$ cat config.mk
export PLATFORM = sky130hd
export DESIGN_NAME = psc_regs
export DESIGN_NICKNAME = d
export VERILOG_FILES = /design/src/core/psc_pkg.sv /design/src/core/psc_regs.sv
export SDC_FILE = /design/constraint.sdc
export NUM_CORES = 1
export LEC_CHECK = 0
export BUFFER_PORTS_ARGS = -buffer_cell sky130_fd_sc_hd__buf_4
export CAP_MARGIN = 5
export CELL_PAD_IN_SITES_DETAIL_PLACEMENT = 1
export CELL_PAD_IN_SITES_GLOBAL_PLACEMENT = 1
export CORE_UTILIZATION = 49
export DETAILED_ROUTE_END_ITERATION = 10
export PLACE_DENSITY = 0.83
export SLEW_MARGIN = 20
export SYNTH_ARGS = -nofsm -noshare
export SYNTH_HDL_FRONTEND = slang
export SYNTH_SLANG_ARGS = --single-unit
$ cat constraint.sdc
create_clock -name ref_clk -period 6.9 [get_ports ref_clk]
set_clock_uncertainty 0.05 [all_clocks]
set_input_delay 0.69 -clock ref_clk [delete_from_list [all_inputs] [get_ports ref_clk]]
set_output_delay 0.69 -clock ref_clk [all_outputs]
set_load 0.05 [all_outputs]
$ cat src/core/psc_pkg.sv
// Package for the panel supply configuration register bank.
// Assumes a 25 MHz system clock and an APB register bus of 32-bit words.
package psc_pkg;
  // Printed offsets are register indices; byte address is four times each
  localparam logic [7:0]  IDX_GENERAL_CFG  = 8'h07;
  localparam logic [7:0]  IDX_SEQ_DELAY    = 8'h08;
  localparam logic [7:0]  IDX_ROOM_LEVEL   = 8'h09;
  localparam logic [7:0]  IDX_SEQ_LOWDELTA = 8'h0a;
  localparam logic [7:0]  IDX_HOT1_DELTA   = 8'h0b;
  localparam logic [7:0]  IDX_LOW_BREAK    = 8'h0e;
  localparam logic [7:0]  IDX_STATUS       = 8'h20;
  // Reset values
  localparam logic [7:0]  RST_GENERAL_CFG  = 8'h04;
  localparam logic [7:0]  RST_SEQ_DELAY    = 8'ha8;
  localparam logic [7:0]  RST_ROOM_LEVEL   = 8'h00;
  localparam logic [7:0]  RST_SEQ_LOWDELTA = 8'h40;
  localparam logic [4:0]  RST_HOT1_DELTA   = 5'h00;
  localparam logic [7:0]  RST_LOW_BREAK    = 8'h00;
  // Field positions, general configuration
  localparam int          B_INT_SENSOR     = 7;
  localparam int          B_REFRESH        = 6;
  localparam int          B_SPREAD         = 5;
  localparam int          B_RATE_SEL       = 4;
  localparam int          F_RETRY_LO       = 2;
  localparam int          F_FDELAY_LO      = 0;
  // Field positions, sequence delay register; F_SEQ_LO is in the sequence low delta register
  localparam int          F_GAP1_LO        = 6;
  localparam int          F_GAP2_LO        = 4;
  localparam int          F_GAP3_LO        = 2;
  localparam int          B_COMP_EN        = 1;
  localparam int          B_ROOM_LSB       = 0;
  localparam int          F_SEQ_LO         = 5;
  // Timing
  localparam longint      CLK_HZ           = 25000000;
  localparam longint      REFRESH_MS       = 1000;
  localparam longint      STEP_MS          = 5;
  localparam longint      RETRY_SHORT_MS   = 950;
  localparam longint      RETRY_LONG_MS    = 1900;
  localparam longint      FDELAY0_MS       = 15;
  localparam longint      FDELAY1_MS       = 30;
  localparam longint      FDELAY2_MS       = 60;
  localparam longint      FDELAY3_MS       = 90;
  localparam longint      REFRESH_CYC      = CLK_HZ * REFRESH_MS / 1000;
  localparam longint      STEP_CYC         = CLK_HZ * STEP_MS / 1000;
  localparam longint      RETRY_SHORT_CYC  = CLK_HZ * RETRY_SHORT_MS / 1000;
  localparam longint      RETRY_LONG_CYC   = CLK_HZ * RETRY_LONG_MS / 1000;
  localparam longint      FDELAY0_CYC      = CLK_HZ * FDELAY0_MS / 1000;
  localparam longint      FDELAY1_CYC      = CLK_HZ * FDELAY1_MS / 1000;
  localparam longint      FDELAY2_CYC      = CLK_HZ * FDELAY2_MS / 1000;
  localparam longint      FDELAY3_CYC      = CLK_HZ * FDELAY3_MS / 1000;
  localparam logic [2:0]  RETRY_LIMIT      = 3'd3;
  localparam logic [3:0]  RATE_DIV_FAST    = 4'd0;
  localparam logic [3:0]  RATE_DIV_SLOW    = 4'd4;
  localparam logic [31:0] DITHER_SEED      = 32'h1;
  localparam logic [31:0] DITHER_TAPS      = 32'h80200003;

  typedef enum logic [1:0] {
    PSC_F_IDLE  = 2'b00,
    PSC_F_QUAL  = 2'b01,
    PSC_F_WAIT  = 2'b10,
    PSC_F_STOP  = 2'b11
  } psc_fault_t;

  typedef enum logic [1:0] {
    PSC_S_IDLE  = 2'b00,
    PSC_S_GAP   = 2'b01,
    PSC_S_DONE  = 2'b10
  } psc_seq_t;
endpackage

$ cat src/core/psc_regs.sv
// Configuration register bank for a display power supply, with APB access,
// start-up gap timing, fault delay and retry timing, refresh request and
// the common-electrode level selection.
// Assumes a 25 MHz ref_clk, synchronous srst, and that analog status pins
// (fault, start, sensor readings) arrive asynchronously.
//
// Implementation choice: the APB interface to the registers.
`timescale 1ns/100ps
module psc_regs
  import psc_pkg::*;
(
  // Clock and reset
  input  wire logic        ref_clk,
  input  wire logic        srst,
  // APB slave
  input  wire logic        psel,
  input  wire logic        penable,
  input  wire logic        pwrite,
  input  wire logic [11:0] paddr,
  input  wire logic [31:0] pwdata,
  output logic             pready,
  output logic [31:0]      prdata,
  output logic             pslverr,
  // Analog side inputs, asynchronous
  input  wire logic [7:0]  ext_temp_code,
  input  wire logic [7:0]  int_temp_code,
  input  wire logic        fault_raw,
  input  wire logic        startup_req,
  // Controls to the analog side
  output logic             nv_reload_pulse,
  output logic             switch_clk,
  output logic             rail_restart,
  output logic [2:0]       startup_step,
  output logic [2:0]       seq_order,
  output logic [8:0]       common_level,
  output logic [7:0]       temp_used
);
  import psc_pkg::*;

  // Registers
  logic [7:0]  cfg_q;
  logic [7:0]  dly_q;
  logic [7:0]  room_q;
  logic [7:0]  seql_q;
  logic [4:0]  hot1_q;
  logic [7:0]  lowbrk_q;

  // Sensor codes are sampled bit by bit; a code caught mid-change is wrong for one cycle only
  // Synchronisers for asynchronous inputs
  logic [7:0]  ext_s1_q, ext_s2_q, int_s1_q, int_s2_q;
  logic        flt_s1_q, flt_s2_q, st_s1_q, st_s2_q, st_prev_q;

  always_ff @(posedge ref_clk) begin
    ext_s1_q <= ext_temp_code;
    ext_s2_q <= ext_s1_q;
    int_s1_q <= int_temp_code;
    int_s2_q <= int_s1_q;
    flt_s1_q <= fault_raw;
    flt_s2_q <= flt_s1_q;
    st_s1_q  <= startup_req;
    st_s2_q  <= st_s1_q;
  end

  // Word index decode used for both read and write
  function automatic logic hit(input logic [11:0] a, input logic [7:0] idx);
    hit = (a[1:0] == 2'b00) && (a[11:2] == {2'b00, idx});
  endfunction

  logic        acc;
  logic        known;
  assign acc   = psel && penable;
  assign known = hit(paddr, IDX_GENERAL_CFG) || hit(paddr, IDX_SEQ_DELAY) ||
                 hit(paddr, IDX_ROOM_LEVEL) || hit(paddr, IDX_SEQ_LOWDELTA) ||
                 hit(paddr, IDX_HOT1_DELTA) || hit(paddr, IDX_LOW_BREAK) ||
                 hit(paddr, IDX_STATUS);

  // One wait state: pready is a register so the answer comes a cycle into access
  always_ff @(posedge ref_clk) begin
    if (srst) begin
      pready  <= 1'b0;
      pslverr <= 1'b0;
    end else begin
      pready  <= acc && !pready;
      pslverr <= acc && !pready && !known;
    end
  end

  logic        wr;
  assign wr = acc && pready && pwrite;

  // One block per register so each write path stays separate
  always_ff @(posedge ref_clk) begin
    if (srst) begin
      cfg_q <= RST_GENERAL_CFG;
    end else if (wr && hit(paddr, IDX_GENERAL_CFG)) begin
      cfg_q <= pwdata[7:0];
    end
  end

  always_ff @(posedge ref_clk) begin
    if (srst) begin
      dly_q <= RST_SEQ_DELAY;
    end else if (wr && hit(paddr, IDX_SEQ_DELAY)) begin
      dly_q <= pwdata[7:0];
    end
  end

  always_ff @(posedge ref_clk) begin
    if (srst) begin
      room_q <= RST_ROOM_LEVEL;
    end else if (wr && hit(paddr, IDX_ROOM_LEVEL)) begin
      room_q <= pwdata[7:0];
    end
  end

  always_ff @(posedge ref_clk) begin
    if (srst) begin
      seql_q <= RST_SEQ_LOWDELTA;
    end else if (wr && hit(paddr, IDX_SEQ_LOWDELTA)) begin
      seql_q <= pwdata[7:0];
    end
  end

  // Only five bits are kept; the upper three read back as zero
  always_ff @(posedge ref_clk) begin
    if (srst) begin
      hot1_q <= RST_HOT1_DELTA;
    end else if (wr && hit(paddr, IDX_HOT1_DELTA)) begin
      hot1_q <= pwdata[4:0];
    end
  end

  always_ff @(posedge ref_clk) begin
    if (srst) begin
      lowbrk_q <= RST_LOW_BREAK;
    end else if (wr && hit(paddr, IDX_LOW_BREAK)) begin
      lowbrk_q <= pwdata[7:0];
    end
  end

  // Timing state
  logic [31:0] rf_cnt_q;
  logic [31:0] gap_cnt_q;
  logic [31:0] flt_cnt_q;
  logic [2:0]  tries_q;
  psc_fault_t  fst_q;
  psc_seq_t    sst_q;

  // Read mux; pready is registered so prdata is presented with it
  always_ff @(posedge ref_clk) begin
    if (srst) begin
      prdata <= 32'h0;
    end else if (acc && !pready && !pwrite) begin
      prdata <= 32'h0;
      if (hit(paddr, IDX_GENERAL_CFG))  prdata[7:0] <= cfg_q;
      if (hit(paddr, IDX_SEQ_DELAY))    prdata[7:0] <= dly_q;
      if (hit(paddr, IDX_ROOM_LEVEL))   prdata[7:0] <= room_q;
      if (hit(paddr, IDX_SEQ_LOWDELTA)) prdata[7:0] <= seql_q;
      if (hit(paddr, IDX_HOT1_DELTA))   prdata[4:0] <= hot1_q;
      if (hit(paddr, IDX_LOW_BREAK))    prdata[7:0] <= lowbrk_q;
      if (hit(paddr, IDX_STATUS))       prdata[7:0] <= {fst_q, sst_q, tries_q, 1'b0};
    end
  end

  // Periodic reload request
  always_ff @(posedge ref_clk) begin
    if (srst || !cfg_q[B_REFRESH]) begin
      rf_cnt_q        <= 32'h0;
      nv_reload_pulse <= 1'b0;
    end else begin
      nv_reload_pulse <= (rf_cnt_q == 32'(REFRESH_CYC - 1));
      rf_cnt_q        <= (rf_cnt_q == 32'(REFRESH_CYC - 1)) ? 32'h0 : rf_cnt_q + 32'h1;
    end
  end

  // Switching clock: 25 MHz over 12 steps gives about 2.1 MHz, over 60 gives 420 kHz.
  // Dither stretches the half period by 0 or 1 step from an LFSR.
  logic [31:0] lfsr_q;
  logic [5:0]  sw_cnt_q;
  logic [5:0]  half_lim;
  assign half_lim = (cfg_q[B_RATE_SEL] ? 6'd29 : 6'd5) +
                    (cfg_q[B_SPREAD] ? {5'h0, lfsr_q[0]} : 6'd0);
  always_ff @(posedge ref_clk) begin
    if (srst) begin
      lfsr_q     <= DITHER_SEED;
      sw_cnt_q   <= 6'd0;
      switch_clk <= 1'b0;
    end else if (sw_cnt_q >= half_lim) begin
      sw_cnt_q   <= 6'd0;
      switch_clk <= !switch_clk;
      lfsr_q     <= lfsr_q[0] ? ((lfsr_q >> 1) ^ DITHER_TAPS) : (lfsr_q >> 1);
    end else begin
      sw_cnt_q   <= sw_cnt_q + 6'd1;
    end
  end

  // Start-up gaps
  function automatic logic [31:0] gap_len(input logic [1:0] code);
    gap_len = 32'(STEP_CYC) * {30'h0, code};
  endfunction

  logic [1:0]  gap_code;
  always_comb begin
    case (startup_step)
      3'd0:    gap_code = dly_q[F_GAP1_LO +: 2];
      3'd1:    gap_code = dly_q[F_GAP2_LO +: 2];
      default: gap_code = dly_q[F_GAP3_LO +: 2];
    endcase
  end

  always_ff @(posedge ref_clk) begin
    if (srst) begin
      sst_q        <= PSC_S_IDLE;
      startup_step <= 3'd0;
      gap_cnt_q    <= 32'h0;
      st_prev_q    <= 1'b0;
      seq_order    <= 3'd0;
    end else begin
      st_prev_q <= st_s2_q;
      seq_order <= seql_q[F_SEQ_LO +: 3];
      case (sst_q)
        PSC_S_IDLE: begin
          if (st_s2_q && !st_prev_q) begin
            sst_q        <= PSC_S_GAP;
            startup_step <= 3'd0;
            gap_cnt_q    <= 32'h0;
          end
        end
        PSC_S_GAP: begin
          if (gap_cnt_q >= gap_len(gap_code)) begin
            gap_cnt_q    <= 32'h0;
            startup_step <= startup_step + 3'd1;
            if (startup_step == 3'd2) sst_q <= PSC_S_DONE;
          end else begin
            gap_cnt_q <= gap_cnt_q + 32'h1;
          end
        end
        PSC_S_DONE: begin
          if (!st_s2_q) sst_q <= PSC_S_IDLE;
        end
        default: sst_q <= PSC_S_IDLE;
      endcase
    end
  end

  // Fault qualification and retry
  function automatic logic [31:0] fdelay(input logic [1:0] code);
    case (code)
      2'd0:    fdelay = 32'(FDELAY0_CYC);
      2'd1:    fdelay = 32'(FDELAY1_CYC);
      2'd2:    fdelay = 32'(FDELAY2_CYC);
      default: fdelay = 32'(FDELAY3_CYC);
    endcase
  endfunction

  logic [1:0]  rcode;
  assign rcode = cfg_q[F_RETRY_LO +: 2];

  always_ff @(posedge ref_clk) begin
    if (srst) begin
      fst_q        <= PSC_F_IDLE;
      flt_cnt_q    <= 32'h0;
      tries_q      <= 3'd0;
      rail_restart <= 1'b0;
    end else begin
      rail_restart <= 1'b0;
      case (fst_q)
        PSC_F_IDLE: begin
          flt_cnt_q <= 32'h0;
          if (flt_s2_q) fst_q <= PSC_F_QUAL;
        end
        PSC_F_QUAL: begin
          if (!flt_s2_q) begin
            fst_q <= PSC_F_IDLE;
          end else if (flt_cnt_q >= fdelay(cfg_q[F_FDELAY_LO +: 2]) - 32'h1) begin
            flt_cnt_q <= 32'h0;
            if (rcode == 2'd0 || (rcode != 2'd3 && tries_q >= RETRY_LIMIT)) begin
              fst_q <= PSC_F_STOP;
            end else begin
              fst_q <= PSC_F_WAIT;
            end
          end else begin
            flt_cnt_q <= flt_cnt_q + 32'h1;
          end
        end
        PSC_F_WAIT: begin
          if (flt_cnt_q >= ((rcode == 2'd1) ? 32'(RETRY_SHORT_CYC) : 32'(RETRY_LONG_CYC))
                           - 32'h1) begin
            rail_restart <= 1'b1;
            tries_q      <= (tries_q == 3'd7) ? tries_q : tries_q + 3'd1;
            fst_q        <= PSC_F_IDLE;
          end else begin
            flt_cnt_q <= flt_cnt_q + 32'h1;
          end
        end
        PSC_F_STOP: begin
          // Only reset or a write to the general configuration releases a latched shutdown
          if (wr && hit(paddr, IDX_GENERAL_CFG)) begin
            fst_q   <= PSC_F_IDLE;
            tries_q <= 3'd0;
          end
        end
        default: fst_q <= PSC_F_IDLE;
      endcase
    end
  end

  // Temperature source and common level
  logic [8:0]  room9;
  logic [7:0]  tsel;
  assign room9 = {room_q, dly_q[B_ROOM_LSB]};
  assign tsel  = cfg_q[B_INT_SENSOR] ? int_s2_q : ext_s2_q;

  always_ff @(posedge ref_clk) begin
    if (srst) begin
      temp_used    <= 8'h0;
      common_level <= 9'h0;
    end else begin
      temp_used <= tsel;
      if (!dly_q[B_COMP_EN]) begin
        common_level <= room9;
      end else if (tsel <= lowbrk_q) begin
        common_level <= room9 + {4'h0, seql_q[4:0]};
      end else begin
        common_level <= room9 + {4'h0, hot1_q};
      end
    end
  end
endmodule

==> results of run 1 <==
==> worst min path at each step <==
| stage | start | end | slack [ps] | cells after the start |
|---|---|---|---|---|
| floorplan | ext_s1_q[0]$_DFF_P_ | ext_s2_q[0]$_DFF_P_ | 260 | 0 |
| global placement | st_s1_q$_DFF_P_ | st_s2_q$_DFF_P_ | 260 | 0 |
| detailed placement | ext_s1_q[4]$_DFF_P_ | ext_s2_q[4]$_DFF_P_ | 260 | 0 |
| CTS | int_temp_code[7] | int_s1_q[7]$_DFF_P_ | 170 | 1 |
| global route | int_temp_code[3] | int_s1_q[3]$_DFF_P_ | 180 | 1 |
| finish | startup_req | st_s1_q$_DFF_P_ | 190 | 1 |
==> layer usage <==
layer / routed length (um) / GRT usage / vias up
met1: 14380 / 0.3155 / 4970
met4: 1015 / 0.08062 / 0
met5: 0 / 0 / -
met3: 1184 / 0.03357 / 65
met2: 16470 / 0.4618 / 197
li1: - / - / 4923
==> cell usage after synthesis (all sizes together), types with 33 or more instances <==
cell type / instances
clkbuf: 42
xnor2: 36
ha: 94
xor2: 58
buf: 33
a21oi: 80
nand2: 135
nor2: 192
inv: 55
mux2i: 52
dfxtp: 259
nand3: 73
==> logic make-up after synthesis <==
group	count (synthesis)
compound gates	188
xor+xnor	94
fa+ha+maj	96
buf+inv	130
flops	259
mux	64
other cells	1
simple gates	564
==> stage by stage <==
stage / hold WS, ps / cell area, sq um / instances / utilization
after floorplan: 259.6 / 12450 / 1419 / -
after global placement: 260.5 / 13110 / 1752 / 0.5344
after detailed placement: 263.5 / 13130 / 1753 / 0.5352
after CTS: 171.3 / 14150 / 1805 / 0.5770
after global routing: 178.7 / 14160 / 1805 / 0.5770
final: 188.4 / 14160 / 1805 / 0.5770
==> critical path, delay by kind of cell, from the launching register on <==
| family | cells | cell delay (ps) |
|---|---|---|
| AO/OA/AOI/OAI | 8 | 1280 |
| AND/OR/NAND/NOR | 6 | 1060 |
| adder cells (fa/ha/maj) | 3 | 860 |
| multiplexers | 2 | 740 |
| buffers and inverters | 1 | 60 |
| flip-flops | 1 | 680 |
==> power groups by stage <==
stage	clock network [mW]	logic [mW]	registers, mW
after global routing	1.74	0.371	1.55
after floorplan	0	0.230	1.59
final	1.65	0.340	1.55
after detailed placement	0	0.334	1.58
after CTS	1.68	0.341	1.55
after global placement	0	0.322	1.58
==> cells in the final DEF (no fill, tap or decap), drive strengths merged, types with 8 or more instances in the layout <==
| cell type | synthesis | layout |
|---|---|---|
| nand3 | 73 | 73 |
| or3 | 10 | 10 |
| dfxtp | 259 | 259 |
| and3 | 23 | 23 |
| nand4 | 26 | 26 |
| nor3 | 21 | 21 |
| nand2 | 135 | 135 |
| conb | 1 | 24 |
| mux2i | 52 | 52 |
| inv | 55 | 56 |
| a21o | 8 | 8 |
| xnor2 | 36 | 36 |
| nor4 | 14 | 14 |
| xor2 | 58 | 58 |
| buf | 33 | 85 |
| o21ai | 27 | 27 |
| a211oi | 13 | 13 |
| nor2 | 192 | 192 |
| and2 | 16 | 16 |
| clkinv | 0 | 10 |
| a21oi | 80 | 80 |
| and4 | 11 | 11 |
| mux2 | 12 | 12 |
| clkbuf | 42 | 33 |
| ha | 94 | 94 |
| nor2b | 14 | 14 |
==> flip-flops by register name, indices dropped and copies added (netlist names), 8 cells and up <==
name / count
flt_cnt_q: 32
gap_cnt_q: 32
lfsr_q: 32
rf_cnt_q: 32
common_level: 9
cfg_q: 8
dly_q: 8
ext_s1_q: 8
ext_s2_q: 8
int_s1_q: 8
int_s2_q: 8
lowbrk_q: 8
prdata: 8
room_q: 8
seql_q: 8
temp_used: 8
==> area by class of cell <==
| class | instances | area [sq um] | area share |
|---|---|---|---|
| Tap cell | 324 | 405.4 | 0.02864 |
| Inverter | 55 | 206.4 | 0.01458 |
| Sequential cell | 259 | 5185 | 0.3663 |
| Multi-Input combinational cell | 1030 | 6689 | 0.4725 |
| Timing Repair Buffer | 85 | 645.6 | 0.04561 |
| Clock inverter | 19 | 265.3 | 0.01874 |
| Clock buffer | 33 | 759.5 | 0.05365 |
==> flow_summary.json, run 1 <==
{
  "grt_max_degree": 78,
  "die_y_um": 160.8,
  "cp_max_fo": 10,
  "grt_antenna_before_repair": 0,
  "ios": 127,
  "syn_avg_cell_area_sq_um": 8.854,
  "cp_cell_sequence": "mux2_2 > ha_1 > nor2b_1 > o21a_1 > o21ai_0 > nand2b_1 > a21oi_1 > o21ai_0 > o21ai_1 > mux2_2 > ha_1 > inv_1 > fa_1 > nor2b_1 > o21ai_0 > nand2b_1 > a21oi_1 > nand3b_1 > or3_1 > a21oi_1",
  "rsz0062_at_grt": "no",
  "async_reset_ff_frac": 0,
  "cts-root-buf": "clkbuf_16",
  "synth_edf_count": 0,
  "max-vdd-ir-drop_mv": 0.1936,
  "cts-resized-gates": 0,
  "num-nets-final": 1621,
  "crit_start": "cfg_q[7]$_SDFFE_PP0P_",
  "initial_core_util": 0.5038,
  "hold_viol_final": 0,
  "h-tree-depth": 1,
  "clk_path_buf_depth": 3,
  "max_cap_violations": 0,
  "crit_path_top_delay_cell": "dfxtp_1",
  "fmax_mhz": 208.8,
  "clock_latency_ps": 550,
  "synth_fa_ha_area_frac": 0.09758,
  "yosys.area_share.simple": 0.2162,
  "end_kind": "flop",
  "setup_tns_ps": 0,
  "setup_viol": 0,
  "synth_xor_xnor_area_share": 0.06661,
  "rr_startpoint": "cfg_q[7]$_SDFFE_PP0P_",
  "synth.mux.area_fraction": 0.05304,
  "place_ws_ps": 2173,
  "status": "finished clean",
  "wl_per_cell_um": 18.31,
  "syn_to_final_growth_pct": 14.53,
  "synth_top_area_cell": "dfxtp_1",
  "cts_buffers": 28,
  "power_frac_seq": 0.438,
  "postSynthCellCount": 1396,
  "cts_tree": "yes",
  "grt_pass1_vias": 10598,
  "clkTransAtPathRegs_ps": 60,
  "p_leak_nw": 5.680,
  "worstSetupPathType": "reg -> reg",
  "grt_pass1_wl_mm": 54.22,
  "track_usage": 0.2563,
  "power_frac_clock": 0.465,
  "power_frac_comb": 0.096,
  "antenna_cells": 0,
  "core_area_sq_um": 24530,
  "min_period_over_period": 0.6943,
  "intPower_mw": 2.644,
  "port_buffers": 78,
  "synth-compound-area-share": 0.09890,
  "n_fill_cell": 2870,
  "p_switching_mw": 0.8981,
  "synthTopCellsByArea": "dfxtp_1 42%, ha_1 9.5%, nor2_1 5.8%, mux2i_1 4.2%, xor2_1 4.1%",
  "worst_slew_pin_slew_ps": 1006,
  "ys_seq_elements": 259,
  "dr.pass1.iters": 4,
  "p_per_area_nw_per_um2": 250.2,
  "yosysWarnings": 0,
  "wirelength_mm": 33.05,
  "vias": 10155,
  "synth_top_family_by_area": "simple AND/OR/NAND/NOR gates",
  "endpoint": "common_level[8]$_SDFF_PP0_",
  "viasPerCell": 5.626,
  "synth_top_area_frac": 0.4195,
  "maxSlewHeadroom": 0.3296,
  "drive_gt1_frac": 0.1087,
  "synth.distinct_cells": 71,
  "detail-route-antenna-nets": 0,
  "synth.cell_area_sq_um": 12360,
  "slew_violations": 0,
  "holdBufCountCts": 0,
  "overflow": 0,
  "crit_required_ps": 7330,
  "p_total_mw": 3.542,
  "drc": 0,
  "reg2regPathDepth": 20,
  "initialDrtViolationCount": 526,
  "postCtsSetupBuffers": 0,
  "rows": 57,
  "worst_slack_ps": 2110,
  "seq_area_frac_synth": 0.4195,
  "cts.sinks": 259,
  "swShare": 0.2536,
  "hold_path.class": "in -> reg",
  "fin_crit_ps": 4790,
  "r2r-end": "common_level[8]$_SDFF_PP0_",
  "die_area_sq_um": 25860,
  "r2r_setup_slack_ps": 2110,
  "crit_arrival_ps": 5220,
  "routabilityCongestion": 0.8302,
  "max_stage_delay_ps": 680,
  "hpwl_mm": 23.02,
  "synthFlopType": "dfxtp_1",
  "startpoint_type": "flop",
  "die_w_um": 160.8
}
(Power assumes the default switching activity.)
==> run 2, diff against run 1 <==
- CORE_UTILIZATION: 49 -> 41
- PLACE_DENSITY: 0.83 -> 0.74
- clock period: 6.9 -> 4.4 ns (I/O delays scaled with it)
==> flow_summary.json, run 2 (synthesis gave the netlist of run 1 again) <==
{
  "initialDrtViolationCount": 541,
  "clkTransAtPathRegs_ps": 60,
  "dr.pass1.iters": 7,
  "track_usage": 0.2148,
  "hold_viol_final": 0,
  "detail-route-antenna-nets": 0,
  "die_area_sq_um": 30850,
  "p_leak_nw": 5.769,
  "h-tree-depth": 1,
  "grt_pass1_vias": 10369,
  "num-nets-final": 1652,
  "ios": 127,
  "wl_per_cell_um": 17.46,
  "min_period_over_period": 0.9562,
  "overflow": 0,
  "rows": 63,
  "initial_core_util": 0.4170,
  "port_buffers": 78,
  "cts_buffers": 29,
  "cts_tree": "yes",
  "postCtsSetupBuffers": 0,
  "syn_to_final_growth_pct": 16.77,
  "dpl_cell_area_sq_um": 13290,
  "viasPerCell": 5.357,
  "drc": 0,
  "max_cap_violations": 0,
  "crit_arrival_ps": 4620,
  "worst_slew_pin_slew_ps": 924.8,
  "cts-root-buf": "clkbuf_16",
  "p_per_area_nw_per_um2": 376.5,
  "wirelength_mm": 33.18,
  "maxSlewHeadroom": 0.3822,
  "startpoint_type": "flop",
  "fin_area_sq_um": 14430,
  "cts.sinks": 259,
  "regArea_sq_um": 5185,
  "vias": 10179,
  "clk_path_buf_depth": 3,
  "routabilityCongestion": 0.8304,
  "core_area_sq_um": 29640,
  "antenna_cells": 0,
  "drive_gt1_frac": 0.1126,
  "fmax_mhz": 237.7,
  "clock_latency_ps": 550,
  "die_y_um": 175.6,
  "fin_util": 0.4870,
  "status": "finished clean",
  "worstSetupPathType": "reg -> reg",
  "multi_input_area_sq_um": 6690,
  "crit_required_ps": 4810,
  "cp_max_fo": 7,
  "dp.cells": 1831,
  "grt_max_degree": 65,
  "n_fill_cell": 3470,
  "holdWs_ps": 133.5,
  "max-vdd-ir-drop_mv": 0.2836,
  "final_common_cell": "dfxtp_1",
  "setup_viol": 0,
  "layout_common_cells": "259 x dfxtp_1, 191 x nor2_1, 135 x nand2_1, 97 x buf_4, 94 x ha_1",
  "grt_pass1_wl_mm": 53.71,
  "hold_path.class": "in -> reg",
  "slew_violations": 0,
  "hpwl_mm": 23.51,
  "fin_crit_ps": 4207,
  "end_kind": "flop",
  "die_w_um": 175.6,
  "grt_antenna_before_repair": 0,
  "fin_cells": 1900
}
[run 2: changes by cell type in the layout (fill, tap and decap cells not counted), sizes merged]
| cell | before | now |
|---|---|---|
| dlygate4sd3 | 0 | 18 |
| bufinv | 6 | 3 |
| clkinvlp | 2 | 3 |
| clkinv | 10 | 9 |
| buf | 85 | 97 |
| clkbuf | 33 | 35 |
[run 2: power breakdown]
part | total (mW) | internal [mW] | switching (mW)
registers | 2.43 | 2.39 | 0.0418
clock network | 2.44 | 1.43 | 1.00
logic | 0.563 | 0.195 | 0.369
total | 5.43 | 4.02 | 1.41
[run 2: layout make-up]
| type | count | area share |
|---|---|---|
| repair buffers | 115 | 0.06293 |
| flip-flops and latches | 259 | 0.3592 |
| inverters | 55 | 0.01430 |
| well taps | 390 | 0.03381 |
| clock inverters | 16 | 0.01231 |
| multi-input cells | 1030 | 0.4635 |
| clock buffers | 35 | 0.05392 |
[run 2: routing by layer]
metal | share of wire | global-route usage | routed length, um
met1 | 0.45 | 0.2734 | 14790
met2 | 0.50 | 0.3799 | 16440
met3 | 0.041 | 0.03095 | 1361
met4 | 0.018 | 0.05072 | 586
met5 | 0 | 0 | 0
[run 2: final timing paths]
check                           depth (start not counted)                          to  slack, ps             startpoint
worst min register to register                          0             st_s2_q$_DFF_P_        280        st_s1_q$_DFF_P_
worst max-delay path                                   20  common_level[8]$_SDFF_PP0_        190  cfg_q[7]$_SDFFE_PP0P_
worst max register to register                         20  common_level[8]$_SDFF_PP0_        190  cfg_q[7]$_SDFFE_PP0P_
worst min-delay path                                    3       dly_q[7]$_SDFFE_PP1P_        130              pwdata[7]
[run 2: worst max-delay path: stages, from the launching register on]
cell and delay, ps:
dfxtp_1 400, buf_4 210, mux2_2 370, ha_1 290, o21a_1 110, o21ai_0 60, nand2b_1 90, a21oi_1 70
o21ai_0 260, o21ai_2 190, mux2_2 270, ha_1 150, inv_1 60, fa_1 400, nor2b_1 120, o21ai_0 90
nand2b_1 130, a21oi_1 70, nand3b_1 210, or3_1 380, a21oi_1 130
[run 2: repair_timing]
action | 4_1_cts | 5_1_grt
hold buffers | 18 | 0
hold endpoints to repair | 18 | 0
resized for setup | 0 | 3
setup endpoints to repair | 0 | 3
[run 2: per-stage QoR]
stage / setup WS (ps) / total power [mW] / TNS, ps
detailed placement: 114.7 / 3.034 / 0
finish: 192.9 / 5.434 / 0
global route: -22.67 / 5.648 / -22.67
floorplan: 317.3 / 2.860 / 0
global placement: 232.6 / 3.019 / 0
CTS: 43.83 / 5.485 / 0
==> run 3, diff against run 2 <==
- ABC_AREA: unset -> 1
- CORE_UTILIZATION: 41 -> 39
- PLACE_DENSITY: 0.74 -> 0.73
==> flow_summary.json, run 3 <==
{
  "status": "finished clean",
  "cp_num_cells": 20,
  "maxSlewHeadroom": 0.3541,
  "postSynthCellCount": 1965,
  "synth_top_area_frac": 0.3735,
  "crit_start": "cfg_q[7]$_SDFFE_PP0P_",
  "seq_area_frac_synth": 0.3735,
  "cts-root-buf": "clkbuf_16",
  "final_common_cell": "nand2_1",
  "syn_to_final_growth_pct": 15.44,
  "crit_path_top_delay_cell": "fa_1",
  "grt_max_degree": 78,
  "fmax_mhz": 261.8,
  "synth.distinct_cells": 49,
  "hold_path.class": "in -> reg",
  "track_usage": 0.2242,
  "min_period_over_period": 0.8681,
  "core_area_sq_um": 34800,
  "setup_tns_ps": 0,
  "max_cap_violations": 0,
  "layout_common_cells": "400 x nand2_1, 271 x nor2_1, 259 x dfxtp_1, 243 x inv_1, 156 x a21oi_1",
  "synth.cell_area_sq_um": 13880,
  "drive_gt1_frac": 0.1062,
  "num-nets-final": 2211,
  "worst_slew_pin_slew_ps": 968.9,
  "dpl_cell_area_sq_um": 14790,
  "regArea_sq_um": 5185,
  "cts_buffers": 29,
  "grt_use_met2": 0.4124,
  "ios": 127,
  "viasPerCell": 5.089,
  "grt_pass1_wl_mm": 65.89,
  "crit_required_ps": 4870,
  "r2r-end": "common_level[8]$_SDFF_PP0_",
  "overflow": 0,
  "endpoint": "common_level[8]$_SDFF_PP0_",
  "global_route.peak_usage_layer": "met2",
  "end_kind": "flop",
  "die_area_sq_um": 36350,
  "setup_viol": 0,
  "worstSetupPathType": "reg -> reg",
  "fin_crit_ps": 3820,
  "fin_area_sq_um": 16030,
  "cp_max_fo": 10,
  "max_stage_delay_ps": 400,
  "max-vdd-ir-drop_mv": 0.3426,
  "routabilityCongestion": 0.8632,
  "grt_pass1_vias": 13129,
  "detail-route-antenna-nets": 0,
  "worstHoldPathCells": 3,
  "port_buffers": 78,
  "synth_edf_count": 0,
  "syn_avg_cell_area_sq_um": 7.065,
  "cts_tree": "yes",
  "p_leak_nw": 6.655,
  "met1_usage": 0.2728,
  "yosysMostFrequentCell": "nand2_1",
  "r2r_setup_slack_ps": 580,
  "cpMostUsedCell": "nand2_1",
  "dr.pass1.iters": 5,
  "antenna_cells": 0,
  "initial_core_util": 0.3989,
  "synthTopCellsByArea": "dfxtp_1 37%, nand2_1 11%, ha_1 8.5%, nor2_1 7.3%, inv_1 6.6%",
  "synth_top_area_cell": "dfxtp_1",
  "p_per_area_nw_per_um2": 380.0,
  "clkTransAtPathRegs_ps": 60,
  "crit_arrival_ps": 4290,
  "ys_seq_elements": 259,
  "synthFlopType": "dfxtp_1",
  "rsz0062_at_grt": "no",
  "die_y_um": 190.7,
  "postCtsSetupBuffers": 0,
  "rr_startpoint": "cfg_q[7]$_SDFFE_PP0P_",
  "clock_latency_ps": 580,
  "async_reset_ff_frac": 0,
  "multi_input_area_sq_um": 7388,
  "clk_path_buf_depth": 3,
  "h-tree-depth": 1,
  "use_met3": 0.02981,
  "rows": 68,
  "hold_viol_final": 0,
  "path_buf_inv": 2,
  "wl_per_cell_um": 16.07,
  "yosys-top-cells-count": "401 x nand2_1, 271 x nor2_1, 259 x dfxtp_1, 244 x inv_1, 157 x a21oi_1",
  "wirelength_mm": 40.62,
  "fin_util": 0.4605,
  "grt_antenna_before_repair": 0,
  "cts.sinks": 259,
  "critical_path.top_delay_family": "simple AND/OR/NAND/NOR gates",
  "vias": 12861,
  "cp_cell_sequence": "clkinv_1 > nand2_1 > nand2_1 > ha_1 > nand2_1 > nor2_1 > nand3_1 > o21ai_2 > nand2_1 > o21ai_0 > ha_1 > inv_1 > fa_1 > o21ai_0 > a21oi_1 > nor4_1 > nand2_1 > nand2_1 > nand2_1 > nor2_1",
  "hpwl_mm": 29.91,
  "startpoint_type": "flop",
  "initialDrtViolationCount": 489,
  "slew_violations": 0,
  "yosysWarnings": 0,
  "n_fill_cell": 4455,
  "drc": 0,
  "reg2regPathDepth": 20,
  "die_w_um": 190.7
}
-- run 3: cell types whose count changed after synthesis, moves of 18 or more --
cell and change:
mux2i_1 -51, o21ai_0 +60, xnor2_1 -24, nor2_1 +80, nor3_1 +39, nand2_1 +266, inv_1 +189, and3_1 -23
a21oi_2 +18, a21oi_1 +78, nand3_1 +35, xor2_1 -35
-- run 3: through the flow --
step | cells | hold slack, ps | worst slack [ps] | power, mW
floorplan | 1988 | 259.6 | 799.1 | 3.189
global placement | 2455 | 262.8 | 543.8 | 3.466
detailed placement | 2455 | 263.5 | 380.2 | 3.502
CTS | 2527 | 110.1 | 342.7 | 6.168
global route | 2527 | 140.8 | 117.8 | 6.358
finish | 2527 | 139.7 | 580.5 | 6.089
-- run 3: cell type report --
class,instances,area share
multi-input cells,1392,0.4610
flip-flops and latches,259,0.3235
inverters,260,0.06090
repair buffers,107,0.05372
clock buffers,35,0.04919
well taps,455,0.03552
clock inverters,19,0.01608
-- run 3: power by group --
group	leakage (nW)	switching, mW	internal (mW)
Combinational	4.04	0.735	0.263
Sequential	2.11	0.0530	2.41
Clock	0.509	1.05	1.58
-- run 3: routing by layer --
layer  share of wire  wire length [um]
met2            0.50             20410
met5               0                 0
met4           0.022               884
met3           0.031              1260
met1            0.44             18070
-- run 3: timing repair --
item	4_1_cts	5_1_grt
setup endpoints to repair	0	1
resized for setup	0	1
hold endpoints to repair	18	0
hold buffers	18	0
-- run 3: cells by family after synthesis --
kind of cell	count (synthesis)	synth area share
DFF	259	0.3735
AOI/OAI and AO/OA	302	0.1211
xor gates and xnor gates	35	0.02208
buffers and inverters	337	0.1018
other	1	0.0002701
and+or+nand+nor	935	0.2944
muxes	1	0.0007211
adders and majority gates	95	0.08617
-- run 3: tightest hold or removal path, cell delays in order --
cell,delay (ps)
buf_4,140
nand2_1,60
o211ai_1,80
-- run 3: how the worst min path moves through the flow --
stage	slack, ps	to	from
6_report	140	dly_q[7]$_SDFFE_PP1P_	pwdata[7]
5_1_grt	140	dly_q[7]$_SDFFE_PP1P_	pwdata[7]
4_1_cts	110	dly_q[7]$_SDFFE_PP1P_	pwdata[7]
3_5_place_dp	260	ext_s2_q[0]$_DFF_P_	ext_s1_q[0]$_DFF_P_
3_3_place_gp	260	st_s2_q$_DFF_P_	st_s1_q$_DFF_P_
2_1_floorplan	260	ext_s2_q[0]$_DFF_P_	ext_s1_q[0]$_DFF_P_
